[config.mk]
export PLATFORM = sky130hd
export DESIGN_NAME = supply_supervisor_dual_watchdog
export DESIGN_NICKNAME = d
export VERILOG_FILES = /design/src/logic/supervisor_pkg.sv /design/src/logic/pin_edge_sync.sv /design/src/logic/supply_supervisor_dual_watchdog.sv
export SDC_FILE = /design/constraint.sdc
export NUM_CORES = 1
export LEC_CHECK = 0
export ABC_AREA = 1
export BUFFER_PORTS_ARGS = -buffer_cell sky130_fd_sc_hd__buf_2
export CAP_MARGIN = 20
export CORE_ASPECT_RATIO = 0.9
export CORE_MARGIN = 2
export CORE_UTILIZATION = 59
export CTS_BUF_LIST = sky130_fd_sc_hd__clkbuf_4 sky130_fd_sc_hd__clkbuf_8
export DETAILED_ROUTE_END_ITERATION = 8
export GPL_TIMING_DRIVEN = 0
export PLACE_DENSITY_LB_ADDON = 0.05
export SYNTH_ARGS = -nofsm -noshare
export SYNTH_HDL_FRONTEND = slang
export SYNTH_SLANG_ARGS = --single-unit
[constraint.sdc]
create_clock -name clock -period 1.85 [get_ports clock]
set_clock_uncertainty 0.15 [all_clocks]
set_input_delay 0.0925 -clock clock [delete_from_list [all_inputs] [get_ports clock]]
set_output_delay 0.0925 -clock clock [all_outputs]
set_load 0.05 [all_outputs]
[src/logic/supervisor_pkg.sv]
// Constants, state codes and time-to-cycle arithmetic for the supply
// supervisor. Assumes a single 200 MHz system clock.
package supervisor_pkg;

  // Clock rate and conversions
  localparam int unsigned CLOCK_MHZ = 200;
  localparam longint unsigned KHZ_PER_MHZ = 1000;
  localparam longint unsigned CYCLES_PER_MS = CLOCK_MHZ * KHZ_PER_MHZ;
  localparam longint unsigned NF_PER_UF = 1000;

  // Time per microfarad, in ms, at the two supply corners
  localparam longint unsigned HOLD_MS_PER_UF_3V3 = 750;
  localparam longint unsigned HOLD_MS_PER_UF_5V0 = 1300;
  localparam longint unsigned WINDOW_MS_PER_UF_3V3 = 1600;
  localparam longint unsigned WINDOW_MS_PER_UF_5V0 = 1500;
  localparam longint unsigned WDRESET_MS_PER_UF_3V3 = 55;
  localparam longint unsigned WDRESET_MS_PER_UF_5V0 = 100;

  // Default timing capacitors, in nF
  localparam int unsigned HOLD_CAP_NF_DEFAULT = 100;
  localparam int unsigned MONITOR_CAP_NF_DEFAULT = 10;

  localparam int unsigned COUNT_WIDTH = 32;
  localparam logic [COUNT_WIDTH-1:0] COUNT_ZERO = 32'h00000000;
  localparam logic [COUNT_WIDTH-1:0] COUNT_ONE = 32'h00000001;

  // Open-drain reset pin only ever pulls low
  localparam logic RESET_PIN_LEVEL = 1'b0;

  // Cycles for ms-per-uF figure times capacitance; never below one cycle
  function automatic logic [COUNT_WIDTH-1:0] cap_cycles(
    input longint unsigned ms_per_uf,
    input longint unsigned cap_nf
  );
    longint unsigned raw;
    raw = ms_per_uf * cap_nf * CYCLES_PER_MS / NF_PER_UF;
    if (raw == 0) begin
      raw = 1;
    end
    return raw[COUNT_WIDTH-1:0];
  endfunction

  typedef enum logic [2:0] {
    ST_POWER_LOW = 3'b000,
    ST_HOLD      = 3'b001,
    ST_CHARGE    = 3'b010,
    ST_DISCHARGE = 3'b011,
    ST_WD_RESET  = 3'b100,
    ST_INHIBIT   = 3'b101
  } sup_state_type;

endpackage

[src/logic/pin_edge_sync.sv]
// Two-flop synchroniser with active-edge detector for one input pin.
// Assumes the pin is asynchronous to clock; INVERT selects negative pulses.
`timescale 1ns/1ps
`default_nettype none
module pin_edge_sync #(
  parameter bit INVERT = 1'b0
) (
  input wire logic clock,
  input wire logic reset_n,
  input wire logic clock_enable,
  input wire logic pin,
  output logic level,
  output logic rise
);

  logic meta_reg;
  logic level_reg;
  logic prev_reg;

  // First flop feeds only the second; reset to the idle level of an
  // inverted copy, so no false edge follows reset
  always_ff @(posedge clock or negedge reset_n) begin
    if (!reset_n) begin
      meta_reg <= INVERT;
      level_reg <= INVERT;
    end else if (clock_enable) begin
      meta_reg <= pin ^ INVERT;
      level_reg <= meta_reg;
    end
  end

  // Previous level for edge detection
  always_ff @(posedge clock or negedge reset_n) begin
    if (!reset_n) begin
      prev_reg <= INVERT;
    end else if (clock_enable) begin
      prev_reg <= level_reg;
    end
  end

  assign level = level_reg;
  assign rise = level_reg & ~prev_reg; // One cycle per active edge

endmodule // pin_edge_sync
`default_nettype wire

[src/logic/supply_supervisor_dual_watchdog.sv]
// Supply supervisor with dual-input watchdog and open-drain reset output.
// Assumes power_good comes from an analog comparator with hysteresis and
// that all pins are asynchronous; timing capacitors become cycle counts.
//
// Behaviour
// Reset is driven active from the moment the device has power at all.
// Reaching the rising threshold starts the power-on hold, reset still on.
// End of the hold releases reset and starts watchdog monitoring.
// The monitor timer alternates charge and discharge, flipping at the top.
// A b pulse in discharge returns to charge only if an a pulse came first or together.
// With no valid pulse in the window, reset is driven low.
// After the watchdog reset time, reset is released and the watchdog restarts.
// Without pulses, expiry, reset pulse and restart repeat forever.
// Falling to the lower threshold forces reset low from any state.
// Recovering to the rising threshold restarts the hold, then resumes watchdog.
// A high hold input stops only the watchdog; supply reset stays active.
// A hold input returning low restarts watchdog monitoring.
// The controller keeps each hold level longer than the monitor window.
// With both watch inputs tied, every pulse qualifies.
// Positive and negative watch pulses give the same behaviour.
// At 5.0 V the hold and window use 1300 and 1500 ms per uF.
// Capacitor times are cycle-count parameters; thresholds a power-good pin.
`timescale 1ns/1ps
`default_nettype none
module supply_supervisor_dual_watchdog
  import supervisor_pkg::*;
#(
  parameter bit SUPPLY_5V0 = 1'b0,
  parameter bit PULSE_NEGATIVE = 1'b0,
  parameter int unsigned HOLD_CAP_NF = HOLD_CAP_NF_DEFAULT,
  parameter int unsigned MONITOR_CAP_NF = MONITOR_CAP_NF_DEFAULT,
  // supply corner selects the per-uF figures
  parameter logic [COUNT_WIDTH-1:0] HOLD_CYCLES = cap_cycles(
    SUPPLY_5V0 ? HOLD_MS_PER_UF_5V0 : HOLD_MS_PER_UF_3V3, HOLD_CAP_NF),
  parameter logic [COUNT_WIDTH-1:0] WINDOW_CYCLES = cap_cycles(
    SUPPLY_5V0 ? WINDOW_MS_PER_UF_5V0 : WINDOW_MS_PER_UF_3V3,
    MONITOR_CAP_NF),
  parameter logic [COUNT_WIDTH-1:0] CHARGE_CYCLES = WINDOW_CYCLES,
  parameter logic [COUNT_WIDTH-1:0] WD_RESET_CYCLES = cap_cycles(
    SUPPLY_5V0 ? WDRESET_MS_PER_UF_5V0 : WDRESET_MS_PER_UF_3V3,
    HOLD_CAP_NF)
) (
  input wire logic clock,
  input wire logic reset_n,
  input wire logic clock_enable,
  input wire logic power_good,
  input wire logic watch_pulse_a,
  input wire logic watch_pulse_b,
  input wire logic watchdog_hold,
  output logic reset_pin_out,
  output logic reset_pin_oe,
  output logic monitor_discharge
);

  sup_state_type state_reg;
  sup_state_type state_next;
  logic [COUNT_WIDTH-1:0] count_reg;
  logic [COUNT_WIDTH-1:0] count_next;
  logic armed_reg;
  logic reset_oe_reg;
  logic discharge_reg;
  logic power_ok;
  logic hold_level;
  logic a_edge;
  logic b_edge;
  logic hold_fall;
  logic count_done;
  logic pulse_valid;
  logic watchdog_on;

  // polarity folded into the synchronisers
  pin_edge_sync #(.INVERT(PULSE_NEGATIVE)) sync_a (
    .clock(clock),
    .reset_n(reset_n),
    .clock_enable(clock_enable),
    .pin(watch_pulse_a),
    .level(),
    .rise(a_edge)
  );

  pin_edge_sync #(.INVERT(PULSE_NEGATIVE)) sync_b (
    .clock(clock),
    .reset_n(reset_n),
    .clock_enable(clock_enable),
    .pin(watch_pulse_b),
    .level(),
    .rise(b_edge)
  );

  // Inhibit falls give an edge via the inverted copy
  pin_edge_sync #(.INVERT(1'b0)) sync_hold (
    .clock(clock),
    .reset_n(reset_n),
    .clock_enable(clock_enable),
    .pin(watchdog_hold),
    .level(hold_level),
    .rise()
  );

  pin_edge_sync #(.INVERT(1'b1)) sync_hold_fall (
    .clock(clock),
    .reset_n(reset_n),
    .clock_enable(clock_enable),
    .pin(watchdog_hold),
    .level(),
    .rise(hold_fall)
  );

  // supply thresholds arrive as a power-good level
  pin_edge_sync #(.INVERT(1'b0)) sync_power (
    .clock(clock),
    .reset_n(reset_n),
    .clock_enable(clock_enable),
    .pin(power_good),
    .level(power_ok),
    .rise()
  );

  assign count_done = (count_reg == COUNT_ZERO);
  // b edge qualifies with an earlier or simultaneous a edge
  assign pulse_valid = b_edge & (armed_reg | a_edge);
  assign watchdog_on = (state_reg == ST_CHARGE) ||
                       (state_reg == ST_DISCHARGE) ||
                       (state_reg == ST_WD_RESET);

  // Next state; supply loss outranks inhibit, inhibit outranks the watchdog
  always_comb begin
    state_next = state_reg;
    count_next = (count_done) ? COUNT_ZERO : count_reg - COUNT_ONE;
    if (!power_ok) begin
      // supply loss forces reset from anywhere
      state_next = ST_POWER_LOW;
      count_next = COUNT_ZERO;
    end else begin
      case (state_reg)
        ST_POWER_LOW: begin
          // supply back: start hold
          state_next = ST_HOLD;
          count_next = HOLD_CYCLES - COUNT_ONE;
        end
        ST_HOLD: begin
          // hold ends: release and monitor
          if (count_done) begin
            state_next = hold_level ? ST_INHIBIT : ST_CHARGE;
            count_next = CHARGE_CYCLES - COUNT_ONE;
          end
        end
        ST_CHARGE: begin
          // top of charge flips to discharge
          if (count_done) begin
            state_next = ST_DISCHARGE;
            count_next = WINDOW_CYCLES - COUNT_ONE;
          end
        end
        ST_DISCHARGE: begin
          if (pulse_valid) begin
            // valid pulse recharges
            state_next = ST_CHARGE;
            count_next = CHARGE_CYCLES - COUNT_ONE;
          end else if (count_done) begin
            // window expired: reset pulse
            state_next = ST_WD_RESET;
            count_next = WD_RESET_CYCLES - COUNT_ONE;
          end
        end
        ST_WD_RESET: begin
          // reset time over: restart, forever
          if (count_done) begin
            state_next = ST_CHARGE;
            count_next = CHARGE_CYCLES - COUNT_ONE;
          end
        end
        ST_INHIBIT: begin
          // inhibit released: restart monitoring
          if (!hold_level) begin
            state_next = ST_CHARGE;
            count_next = CHARGE_CYCLES - COUNT_ONE;
          end
        end
        default: begin
          state_next = ST_POWER_LOW;
          count_next = COUNT_ZERO;
        end
      endcase
      // inhibit stops only the watchdog
      if (hold_level && watchdog_on) begin
        state_next = ST_INHIBIT;
        count_next = COUNT_ZERO;
      end
    end
  end

  // reset held from power-up, since reset_n models the bare supply
  always_ff @(posedge clock or negedge reset_n) begin
    if (!reset_n) begin
      state_reg <= ST_POWER_LOW;
      count_reg <= COUNT_ZERO;
    end else if (clock_enable) begin
      state_reg <= state_next;
      count_reg <= count_next;
    end
  end

  // a edges arm; a taken b edge consumes them, and a simultaneous
  // a edge also qualifies, so tied inputs qualify every pulse. The clear wins over arming.
  always_ff @(posedge clock or negedge reset_n) begin
    if (!reset_n) begin
      armed_reg <= 1'b0;
    end else if (clock_enable) begin
      if (!watchdog_on) begin
        armed_reg <= 1'b0;
      end else if (state_reg == ST_DISCHARGE && pulse_valid) begin
        armed_reg <= 1'b0;
      end else if (a_edge) begin
        armed_reg <= 1'b1;
      end
    end
  end

  // Outputs registered from the next state, so they track state_reg
  always_ff @(posedge clock or negedge reset_n) begin
    if (!reset_n) begin
      reset_oe_reg <= 1'b1;
      discharge_reg <= 1'b0;
    end else if (clock_enable) begin
      reset_oe_reg <= (state_next == ST_POWER_LOW) ||
                      (state_next == ST_HOLD) ||
                      (state_next == ST_WD_RESET);
      discharge_reg <= (state_next == ST_DISCHARGE);
    end
  end

  assign reset_pin_out = RESET_PIN_LEVEL;
  assign reset_pin_oe = reset_oe_reg;
  assign monitor_discharge = discharge_reg;

  // supply low keeps reset driven
  chk_power_low_reset: assert property (@(posedge clock) disable iff (!reset_n)
    (state_reg == ST_POWER_LOW || state_reg == ST_HOLD) |-> reset_pin_oe)
    else $error("reset not driven while supply low or in hold");

  // supply loss forces reset next cycle
  chk_fail_forces: assert property (@(posedge clock) disable iff (!reset_n)
    (clock_enable && !power_ok) |=> (state_reg == ST_POWER_LOW) && reset_pin_oe)
    else $error("supply loss did not force reset");

  // rising supply starts the hold
  chk_hold_start: assert property (@(posedge clock) disable iff (!reset_n)
    (clock_enable && power_ok && state_reg == ST_POWER_LOW)
    |=> state_reg == ST_HOLD && count_reg == HOLD_CYCLES - COUNT_ONE)
    else $error("hold did not start with full count");

  // hold end releases reset
  chk_hold_release: assert property (@(posedge clock) disable iff (!reset_n)
    (clock_enable && power_ok && state_reg == ST_HOLD && count_done)
    |=> !reset_pin_oe && $fell(reset_oe_reg))
    else $error("reset not released at end of hold");

  // charge top flips to discharge
  chk_charge_flip: assert property (@(posedge clock) disable iff (!reset_n)
    (clock_enable && power_ok && !hold_level && state_reg == ST_CHARGE
     && count_done) |=> monitor_discharge && count_reg == WINDOW_CYCLES - COUNT_ONE)
    else $error("charge end did not enter discharge");

  // valid pulse recharges, lone b does not
  chk_valid_pulse: assert property (@(posedge clock) disable iff (!reset_n)
    (clock_enable && power_ok && !hold_level && state_reg == ST_DISCHARGE
     && b_edge) |=> (state_reg == ST_CHARGE) == $past(armed_reg || a_edge))
    else $error("watch pulse qualification wrong");

  // expiry drives reset for the reset time
  chk_expiry_reset: assert property (@(posedge clock) disable iff (!reset_n)
    (clock_enable && power_ok && !hold_level && state_reg == ST_DISCHARGE
     && count_done && !pulse_valid) |=> reset_pin_oe && !monitor_discharge
     && count_reg == WD_RESET_CYCLES - COUNT_ONE)
    else $error("window expiry did not start reset pulse");

  // reset time end restarts watchdog
  chk_wd_release: assert property (@(posedge clock) disable iff (!reset_n)
    (clock_enable && power_ok && !hold_level && state_reg == ST_WD_RESET
     && count_done) |=> state_reg == ST_CHARGE ##0 !reset_pin_oe)
    else $error("watchdog reset not released");

  // inhibit stops watchdog, reset released
  chk_inhibit_stop: assert property (@(posedge clock) disable iff (!reset_n)
    (clock_enable && power_ok && hold_level && watchdog_on)
    |=> state_reg == ST_INHIBIT && !reset_pin_oe)
    else $error("inhibit did not stop watchdog");

  // inhibit release restarts monitoring
  chk_inhibit_exit: assert property (@(posedge clock) disable iff (!reset_n)
    (clock_enable && power_ok && hold_fall && state_reg == ST_INHIBIT)
    |=> state_reg == ST_CHARGE && count_reg == CHARGE_CYCLES - COUNT_ONE)
    else $error("inhibit release did not restart watchdog");

  // Clock enable low freezes state
  chk_enable_freeze: assert property (@(posedge clock) disable iff (!reset_n)
    !clock_enable |=> $stable(state_reg) && $stable(count_reg))
    else $error("state moved with clock enable low");

endmodule // supply_supervisor_dual_watchdog
`default_nettype wire

**Word level (Yosys, flattened, before mapping)**

Cells that the tools add are included.

- Reduce and logical (&&, ||, !) cells: 11
- Shift operators: 0
- Add/subtract/negate cells: 1
- Divide/modulo/power cells: 0
- Equal/unequal tests: 9
- Multiply operators: 0
- Bitwise gates (word level): 6
- Order comparisons: 0
- Multiplexer cells: 21

Operator list:

| kind | count |
|---|---|
| 32-bit 2-to-1 mux | 7 |
| 32-bit one-hot mux with 4 select lines | 1 |
| 32-bit zero test | 1 |
| 32-bit by 1-bit subtractor with 32-bit output, second input constant | 1 |
| 3-bit 2-to-1 mux | 9 |
| 3-bit one-hot mux with 6 select lines | 1 |
| 3-bit by 2-bit == test with 1-bit output, second input constant | 3 |
| 3-bit == test, second input constant | 3 |
| 3-bit by 1-bit == test with 1-bit output, second input constant | 2 |
| 3-bit zero test | 2 |
| 1-bit logical OR | 4 |
| 1-bit AND | 3 |
| 1-bit 2-to-1 mux | 3 |
| 3-bit by 2-bit inequality test with 1-bit output, second input constant | 1 |
| 3-bit OR reduction | 1 |
| 1-bit logical AND | 2 |
| 1-bit inverter | 2 |
| 2-bit AND reduction | 1 |
| 1-bit OR | 1 |

- Bits in latches: 0
- ROM bits: 0
- Bits in writable memories: 0
- Flip-flop bits (word level): 48
- Memories: 0
- Output and inout bits: 3
- Input bits: 7

**Depth between registers and ports, before layout**

Gate-level depths: netlist of the first run.

- Depth in word-level cells: 11
- Gate-level depth with buffers: 15

**By module**

A second synthesis of the first run with hierarchy kept.

- Cell total of the unflattened synthesis: 442
- Area, all modules: 3150.5 um^2

Modules (own cells, without submodules):

| module | cells an instance | sequential area each (um^2) | area an instance (um^2) | times used |
|---|---|---|---|---|
| supply_supervisor_dual_watchdog | 382 | 952.2 | 2670.1 | 1 |
| pin_edge_sync | 15 | 75.1 | 120.1 | 4 |

**Least setup slack after synthesis of the first run**

OpenSTA, ideal clock, no wires.

- Path type: register to register
- Start: register count_reg[0]
- End: register count_reg[28]
- Arrival: 1.550 ns
- Setup slack: 0.015 ns
- Cell stages (with the launch flop): 11
- Library setup time: 0.135 ns
- Path through: dfrtp_1 > inv_1 > ha_1 > nand2_2 > nor2_4 > inv_2 > nor2_4 > nand3_2 > nor3_2 > xor2_1 > o22ai_2

- Cells in the longest elaborated chain, start to end: 7
- Elaborated cells between the ends (all ways): 10
- Those cells by class: add/sub (1); mux (8); reduce/logical (1)

RTL lines:

| what | RTL line | RTL |
|---|---|---|
| start: declaration | supply_supervisor_dual_watchdog.sv:57 | `logic [COUNT_WIDTH-1:0] count_reg;` |
| start signal: assignment | supply_supervisor_dual_watchdog.sv:200 | `count_reg <= count_next;` |
| 32-bit by 1-bit subtractor with 32-bit output / 32-bit zero test (equally long branches) | supply_supervisor_dual_watchdog.sv:129, supply_supervisor_dual_watchdog.sv:119 |  |
| 32-bit 2-to-1 mux | supply_supervisor_dual_watchdog.sv:129 | `count_next = (count_done) ? COUNT_ZERO : count_reg - COUNT_ONE;` |
| 32-bit 2-to-1 mux | supply_supervisor_dual_watchdog.sv:160 | `end else if (count_done) begin` |
| 32-bit 2-to-1 mux | supply_supervisor_dual_watchdog.sv:156 | `if (pulse_valid) begin` |
| 32-bit one-hot mux with 4 select lines * | supply_supervisor_dual_watchdog.sv:135 | `case (state_reg)` |
| 32-bit 2-to-1 mux * | supply_supervisor_dual_watchdog.sv:186 | `if (hold_level && watchdog_on) begin` |
| 32-bit 2-to-1 mux * | supply_supervisor_dual_watchdog.sv:130 | `if (!power_ok) begin` |

Every way passes the cells marked *; elsewhere a longest branch is shown, timed or not.
A chain may end at the register's enable or synchronous reset.

**Worst setup path after layout of the first run**

- Start: register count_reg[0]
- End: register count_reg[15]

Same word-level chain as after synthesis.

==> results.cfg, run 1 <==
[status]
status = complete, but fails checks
violations = setup timing

[finish]
area_growth_pct = 28.6
fin_nets = 517
num_antenna_cells = 0
drive_above_1_share = 0.379
final_cells = 576
regArea_mm2 = 0.00121
fill_cells = 360
largest_reg_flops = 32
multiInputGateArea_mm2 = 0.00213

[synth]
synth.distinct_cells = 37
syn_inst = 447
synth_area_mm2 = 0.00332
synth_top_area_frac = 0.355
synth.area.mux_share = 0
synth_area_per_cell_um2 = 7.42
synth_top_family_by_area = simple AND/OR/NAND/NOR gates
ys_top_cells_by_area = dfrtp_1 35%, nand2_1 12%, xor2_1 5.3%, nor2_1 5.2%, inv_1 5.1%
synthSimpleGateAreaFrac = 0.356
synth_area_leader_cell = dfrtp_1
synthAdderAreaFrac = 0.00755
synth_edf_count = 0
synthFlopType = dfrtp_1
synth_xor_area_frac = 0.0608
synth_warnings = 0
synth_compound_area_frac = 0.131
yosysSeqAreaShare = 0.363
syn-num-nets = 456
synth-seq-cells = 48
synth-async-reset-ratio = 1.00

[global_routing]
grt_overflow = 0
antenna_found_initial = 0
grt_pass1_wl_um = 13500
grt_pass1_vias = 2806
grt_use_total = 0.275
grt_start_max_net_pins = 49

[sta]
whs_ps = 141
final_hold_viol_count = 0
report.final.slew_viol_count = 0
max_freq_ghz = 0.463
setup_tns_ps = -4180
relSlewSlack = 0.533
rsz0062_at_grt = yes
post-route-period-util = 1.17
fin_crit_ps = 2160
setup_slack_ps = -310
worstMarginPinSlew_ps = 700
setup_violations = 37

[critical_path]
r2r_end = count_reg[15]
reg2reg_depth = 10
crit_slowest_cell = dfrtp_1
cp_slowest_stage_delay_ps = 430
cp-start-kind = flip-flop
cp.required_ps = 1940
cp_top_family = simple AND/OR/NAND/NOR gates
crit_path_end = count_reg[15]
arrival_ps = 2250
rrSetupSlack_ps = -310
crit_fanout = 4
crit_path_start = count_reg[0]
critical_path_class = reg2reg
crit_chain = inv_4 > ha_4 > nand4_1 > nor2_2 > nand4_1 > o21ai_2 > nor2_2 > o21ai_1 > nand2_1 > nand2_1
r2r-start = count_reg[0]
worst_setup_path_end_kind = flip-flop
worst-path-buf-inv = 1
cp_num_cells = 10

[floorplanning]
fp-row-count = 25
start_util = 0.620
dieArea_mm2 = 0.00624
die_w_um = 83.0
core_mm2 = 0.00535
die_y_um = 75.1
ios = 10

[clocking]
root_buffer = clkbuf_8
cts_sinks = 48
insertion_delay_ps = 310
htree_levels = 2
cts_buffers = 5
clockBufferDepth = 2
cts_tree = yes
clk_pin_slew_ps = 100

[power]
leakage_nw = 2.07
peakVddDrop_mv = 0.733
powerDensity_mw_per_mm2 = 1330

[hold_path]
hp-class = in2async

[route]
vias = 3303
post_drt_via_cell_ratio = 5.73
post-route-drc-count = 0
drt_first_pass_iters = 5
ant_nets = 0
wl_um = 9530
wl_per_cell_um = 16.5
drt_first_iter_violations = 336

[placed_design]
dp.cells = 522
dp_slack_ps = -274
gp_congestion = 1.00
dp_hpwl_um = 6060
io_buffers = 8

[job]
maxCapViolations = 0
worst register-to-register path: cells and delay by family, from the launching register on:
kind,cells,cell delay [ps]
simple gates,6,810
fa+ha+maj,1,150
compound gates,2,440
buf+inv,1,110
flops,1,430
cells in the mapped netlist (6+ instances only):
master and count:
inv_2 7, a21oi_1 14, nand4_1 9, o22ai_2 6, nand2_1 110, nor2_2 14
inv_1 45, nand2_2 13, xor2_1 20, nand3_1 19, dfrtp_1 47, o22ai_1 6
o21ai_1 13, nor2_4 11, o21ai_0 26, nor2_1 46
cell usage in the layout, fill, tap and decap left out, types with 6 or more instances in the layout:
cell,Yosys,layout
nand2_4,3,8
inv_1,45,39
a21oi_1,14,6
dfrtp_2,0,8
dfrtp_1,47,39
xor2_1,20,20
nand3_1,19,13
nand2_2,13,20
buf_2,2,10
a21oi_2,0,8
nand3_2,3,8
clkbuf_8,0,6
nand4_1,9,9
nor2_1,46,31
buf_4,2,34
o21ai_1,13,20
o21ai_0,26,16
nand2_1,110,97
nor2_2,14,20
o22ai_2,6,8
nor2_4,11,20
dlygate4sd3_1,0,6
inv_2,7,11
power by group:
group          internal, mW  total [mW]  switching, mW
Sequential             1.21        1.43          0.217
Combinational          1.40        3.54           2.14
Clock                 0.307       0.691          0.384
layout make-up:
type / count / area share
Buffer: 10 / 0.0161
Clock buffer: 6 / 0.0194
Clock inverter: 2 / 0.00323
Inverter: 54 / 0.0505
Multi-Input combinational cell: 335 / 0.500
Sequential cell: 48 / 0.284
Tap cell: 67 / 0.0197
Timing Repair Buffer: 54 / 0.107
logic make-up (layout without fill, tap and decap cells):
kind of cell | after synthesis | count (layout)
xor+xnor | 23 | 23
flops | 48 | 48
simple gates | 238 | 238
other cells | 1 | 1
compound gates | 71 | 71
fa+ha+maj | 2 | 2
buf+inv | 64 | 126
metal layers:
| metal | global-route usage | up-vias | share of wire |
|---|---|---|---|
| met2 | 0.447 | 156 | 0.46 |
| met4 | 0.0947 | 0 | 0.031 |
| met3 | 0.0461 | 36 | 0.062 |
| met5 | 0 | - | 0 |
| li1 | - | 1551 | - |
| met1 | 0.381 | 1560 | 0.44 |
timing repair:
item,CTS,global route
setup endpoints to repair,37,37
hold buffers,6,0
resized for setup,41,65
setup buffers,11,27
hold endpoints to repair,53,0
pin swaps,15,26
cloned,0,1
worst min path at each step:
stage          slack (ps)     startpoint                   to  depth (start not counted)
4_1_cts               330   reset_pin_oe         reset_pin_oe                          2
3_5_place_dp          150  watchdog_hold   sync_hold.meta_reg                          3
5_1_grt               190        reset_n        count_reg[29]                          2
2_1_floorplan        -350        reset_n            armed_reg                          0
6_report              140        reset_n        count_reg[29]                          2
3_3_place_gp          140     power_good  sync_power.meta_reg                          3
stage by stage:
stage	area, µm²	power, mW	util
after CTS	3790	4.91	0.709
after floorplan	3320	3.42	-
after global placement	3440	3.91	0.643
after global routing	4270	5.98	0.797
final	4270	5.67	0.797
after detailed placement	3440	3.93	0.643
Note: power is estimated with default switching activity, not from simulation.
==> run 2: changes to the inputs <==
- ABC_AREA: 1 -> default
- CORE_UTILIZATION: 59 -> 55
==> run 2 against run 1 <==
Effect of this change:
- the run ends with DRC, setup timing left
- fmax decreased by 22%
- sequential power about the same
- synthesized area decreased by 7.7%
- combinational power decreased by 48%
- via count increased by 5.0%
- non-clock buffer count increased by 19
- clock-buffer cell count decreased by 1
- first-iteration DRC count increased by 99%
- sequential share of layout area decreased by 0.097 points
- highest routed layer unchanged
==> results.cfg, run 2 <==
[placed_design]
io_buffers = 8
dp_slack_ps = -1340
gp_congestion = 0.941
dp_hpwl_um = 5950

[sta]
setup_slack_ps = -934
max_freq_ghz = 0.359
post-route-period-util = 1.50
final_hold_viol_count = 0
setup_violations = 37
worstMarginPinSlew_ps = 829
fin_crit_ps = 2780
rsz0062_at_grt = yes
relSlewSlack = 0.445
report.final.slew_viol_count = 0

[critical_path]
cp_common_cell = buf_6
cp_top_family = simple AND/OR/NAND/NOR gates
cp_num_cells = 10
crit_chain = or4_4 > buf_6 > nor3_4 > nand4_1 > buf_6 > buf_6 > o21ai_4 > buf_12 > nor4_4 > a2111o_1
cp-start-kind = flip-flop
cp.required_ps = 1900
worst-path-buf-inv = 4
crit_fanout = 5
arrival_ps = 2830
crit_slowest_cell = or4_4
reg2reg_depth = 10
worst_setup_path_end_kind = flip-flop
critical_path_class = reg2reg
cp_slowest_stage_delay_ps = 580

[clocking]
cts_buffers = 5
clk_pin_slew_ps = 100
clockBufferDepth = 2
insertion_delay_ps = 320
cts_tree = yes
htree_levels = 2
root_buffer = clkbuf_8
cts_sinks = 48

[power]
peakVddDrop_mv = 0.638
leakage_nw = 1.80
p_total_mw = 3.91
powerDensity_mw_per_mm2 = 920

[finish]
layout_common_cells = 46 x dfrtp_1, 39 x buf_4, 22 x nor2_1, 22 x nand2_1, 13 x buf_2
area_growth_pct = 38.9
drive_above_1_share = 0.401
num_antenna_cells = 0
largest_reg_flops = 32
fin_nets = 427
fill_cells = 326
final_common_cell = dfrtp_1

[floorplanning]
ios = 10
dieArea_mm2 = 0.00618
start_util = 0.575
core_mm2 = 0.00532
die_y_um = 74.8
die_w_um = 82.6
fp-row-count = 25

[global_routing]
antenna_found_initial = 0
grt_start_max_net_pins = 49
grt_overflow = 0
grt_pass1_vias = 3078
grt_pass1_wl_um = 15600
grt_use_total = 0.334

[synth]
ys_top_cells_by_area = dfrtp_1 38%, o21ai_0 4.4%, nor3_1 3.8%, mux2_2 3.7%, nand2_1 3.4%
ys_top_cells_by_count = 47 x dfrtp_1, 28 x nand2_1, 27 x o21ai_0
synth_compound_area_frac = 0.259
synth_area_leader_cell = dfrtp_1
synthSimpleGateAreaFrac = 0.240
synth-seq-cells = 48
synth.most_common_cell = dfrtp_1
synth_xor_area_frac = 0.0115
syn-num-nets = 356
synth.distinct_cells = 65
yosysSeqAreaShare = 0.393
synth_area_mm2 = 0.00306
synth_area_per_cell_um2 = 8.82
synth.area.mux_share = 0.0368
synth_warnings = 0
synth_edf_count = 0
synthAdderAreaFrac = 0.00818
synthFlopType = dfrtp_1
synth_top_area_frac = 0.384
synth-async-reset-ratio = 1.00
syn_inst = 347
synth_top_family_by_area = compound AO/OA/AOI/OAI gates

[job]
maxCapViolations = 0

[hold_path]
hp-class = in2async

[route]
wl_um = 10700
post-route-drc-count = 1
drt_first_pass_iters = 8
post_drt_via_cell_ratio = 7.13
wl_per_cell_um = 22.1
vias = 3467
drt_first_iter_violations = 667
ant_nets = 0

[status]
violations = DRC, setup timing
status = complete, but fails checks
[run 2: path summary, 6_finish.rpt]
path                              startpoint                end  slack [ps]
min                                  reset_n       state_reg[2]         110
min reg2reg                monitor_discharge  monitor_discharge         350
max in group asynchronous            reset_n       reset_pin_oe         860
min in group clock              clock_enable      count_reg[23]         190
max reg2reg                    count_reg[25]       count_reg[5]        -930
max                            count_reg[25]       count_reg[5]        -930
[run 2: kinds of logic after synthesis]
| logic type | count (synthesis) |
|---|---|
| DFF | 48 |
| buffers and inverters | 33 |
| xor gates and xnor gates | 4 |
| other | 1 |
| AOI/OAI and AO/OA | 112 |
| and+or+nand+nor | 137 |
| muxes | 10 |
| adders and majority gates | 2 |
[run 2: layout make-up]
type	instances	area, µm²	share of cell area
clock buffers	5	68.8	0.0162
multi-input cells	267	2130	0.500
inverters	13	48.8	0.0115
repair buffers	65	579	0.136
plain buffers	18	120	0.0283
flip-flops and latches	48	1200	0.283
well taps	67	83.8	0.0197
clock inverters	3	18.8	0.00442
[run 2: through the flow]
stage,cell area [µm²],std cells,TNS [ps],hold slack (ps),utilization
floorplan,3140,347,-19050,-353,-
global placement,3270,422,-34220,175,0.614
detailed placement,3270,422,-34750,179,0.614
CTS,3880,466,-26060,204,0.730
global route,4250,486,-28210,166,0.799
finish,4250,486,-26740,110,0.799
[run 2: routing by layer]
metal,vias up,global-route usage,wire (µm)
met3,61,0.0671,1210
met5,-,0,0
met1,1653,0.473,4210
met2,286,0.520,4830
li1,1467,-,-
met4,0,0.106,486
[run 2: worst reg2reg max path, stage by stage, from the launching register on]
cell and delay (ps):
dfrtp_1 410, or4_4 580, buf_6 150, nor3_4 180, nand4_1 140, buf_6 160, buf_6 110, o21ai_4 230
buf_12 160, nor4_4 40, a2111o_1 350
[run 2: repair_timing]
action | in CTS | in global routing
setup buffers | 30 | 25
pin swaps | 16 | 33
cloned | 2 | 0
endpoints found under the setup margin | 37 | 37
resized for setup | 56 | 45
hold buffers | 5 | 0
hold endpoints to repair | 51 | 0
[run 2: power breakdown]
part	leakage (nW)	switching, mW	internal (mW)
registers	0.619	0.202	1.21
clock network	0.0479	0.401	0.265
logic	1.14	1.03	0.800
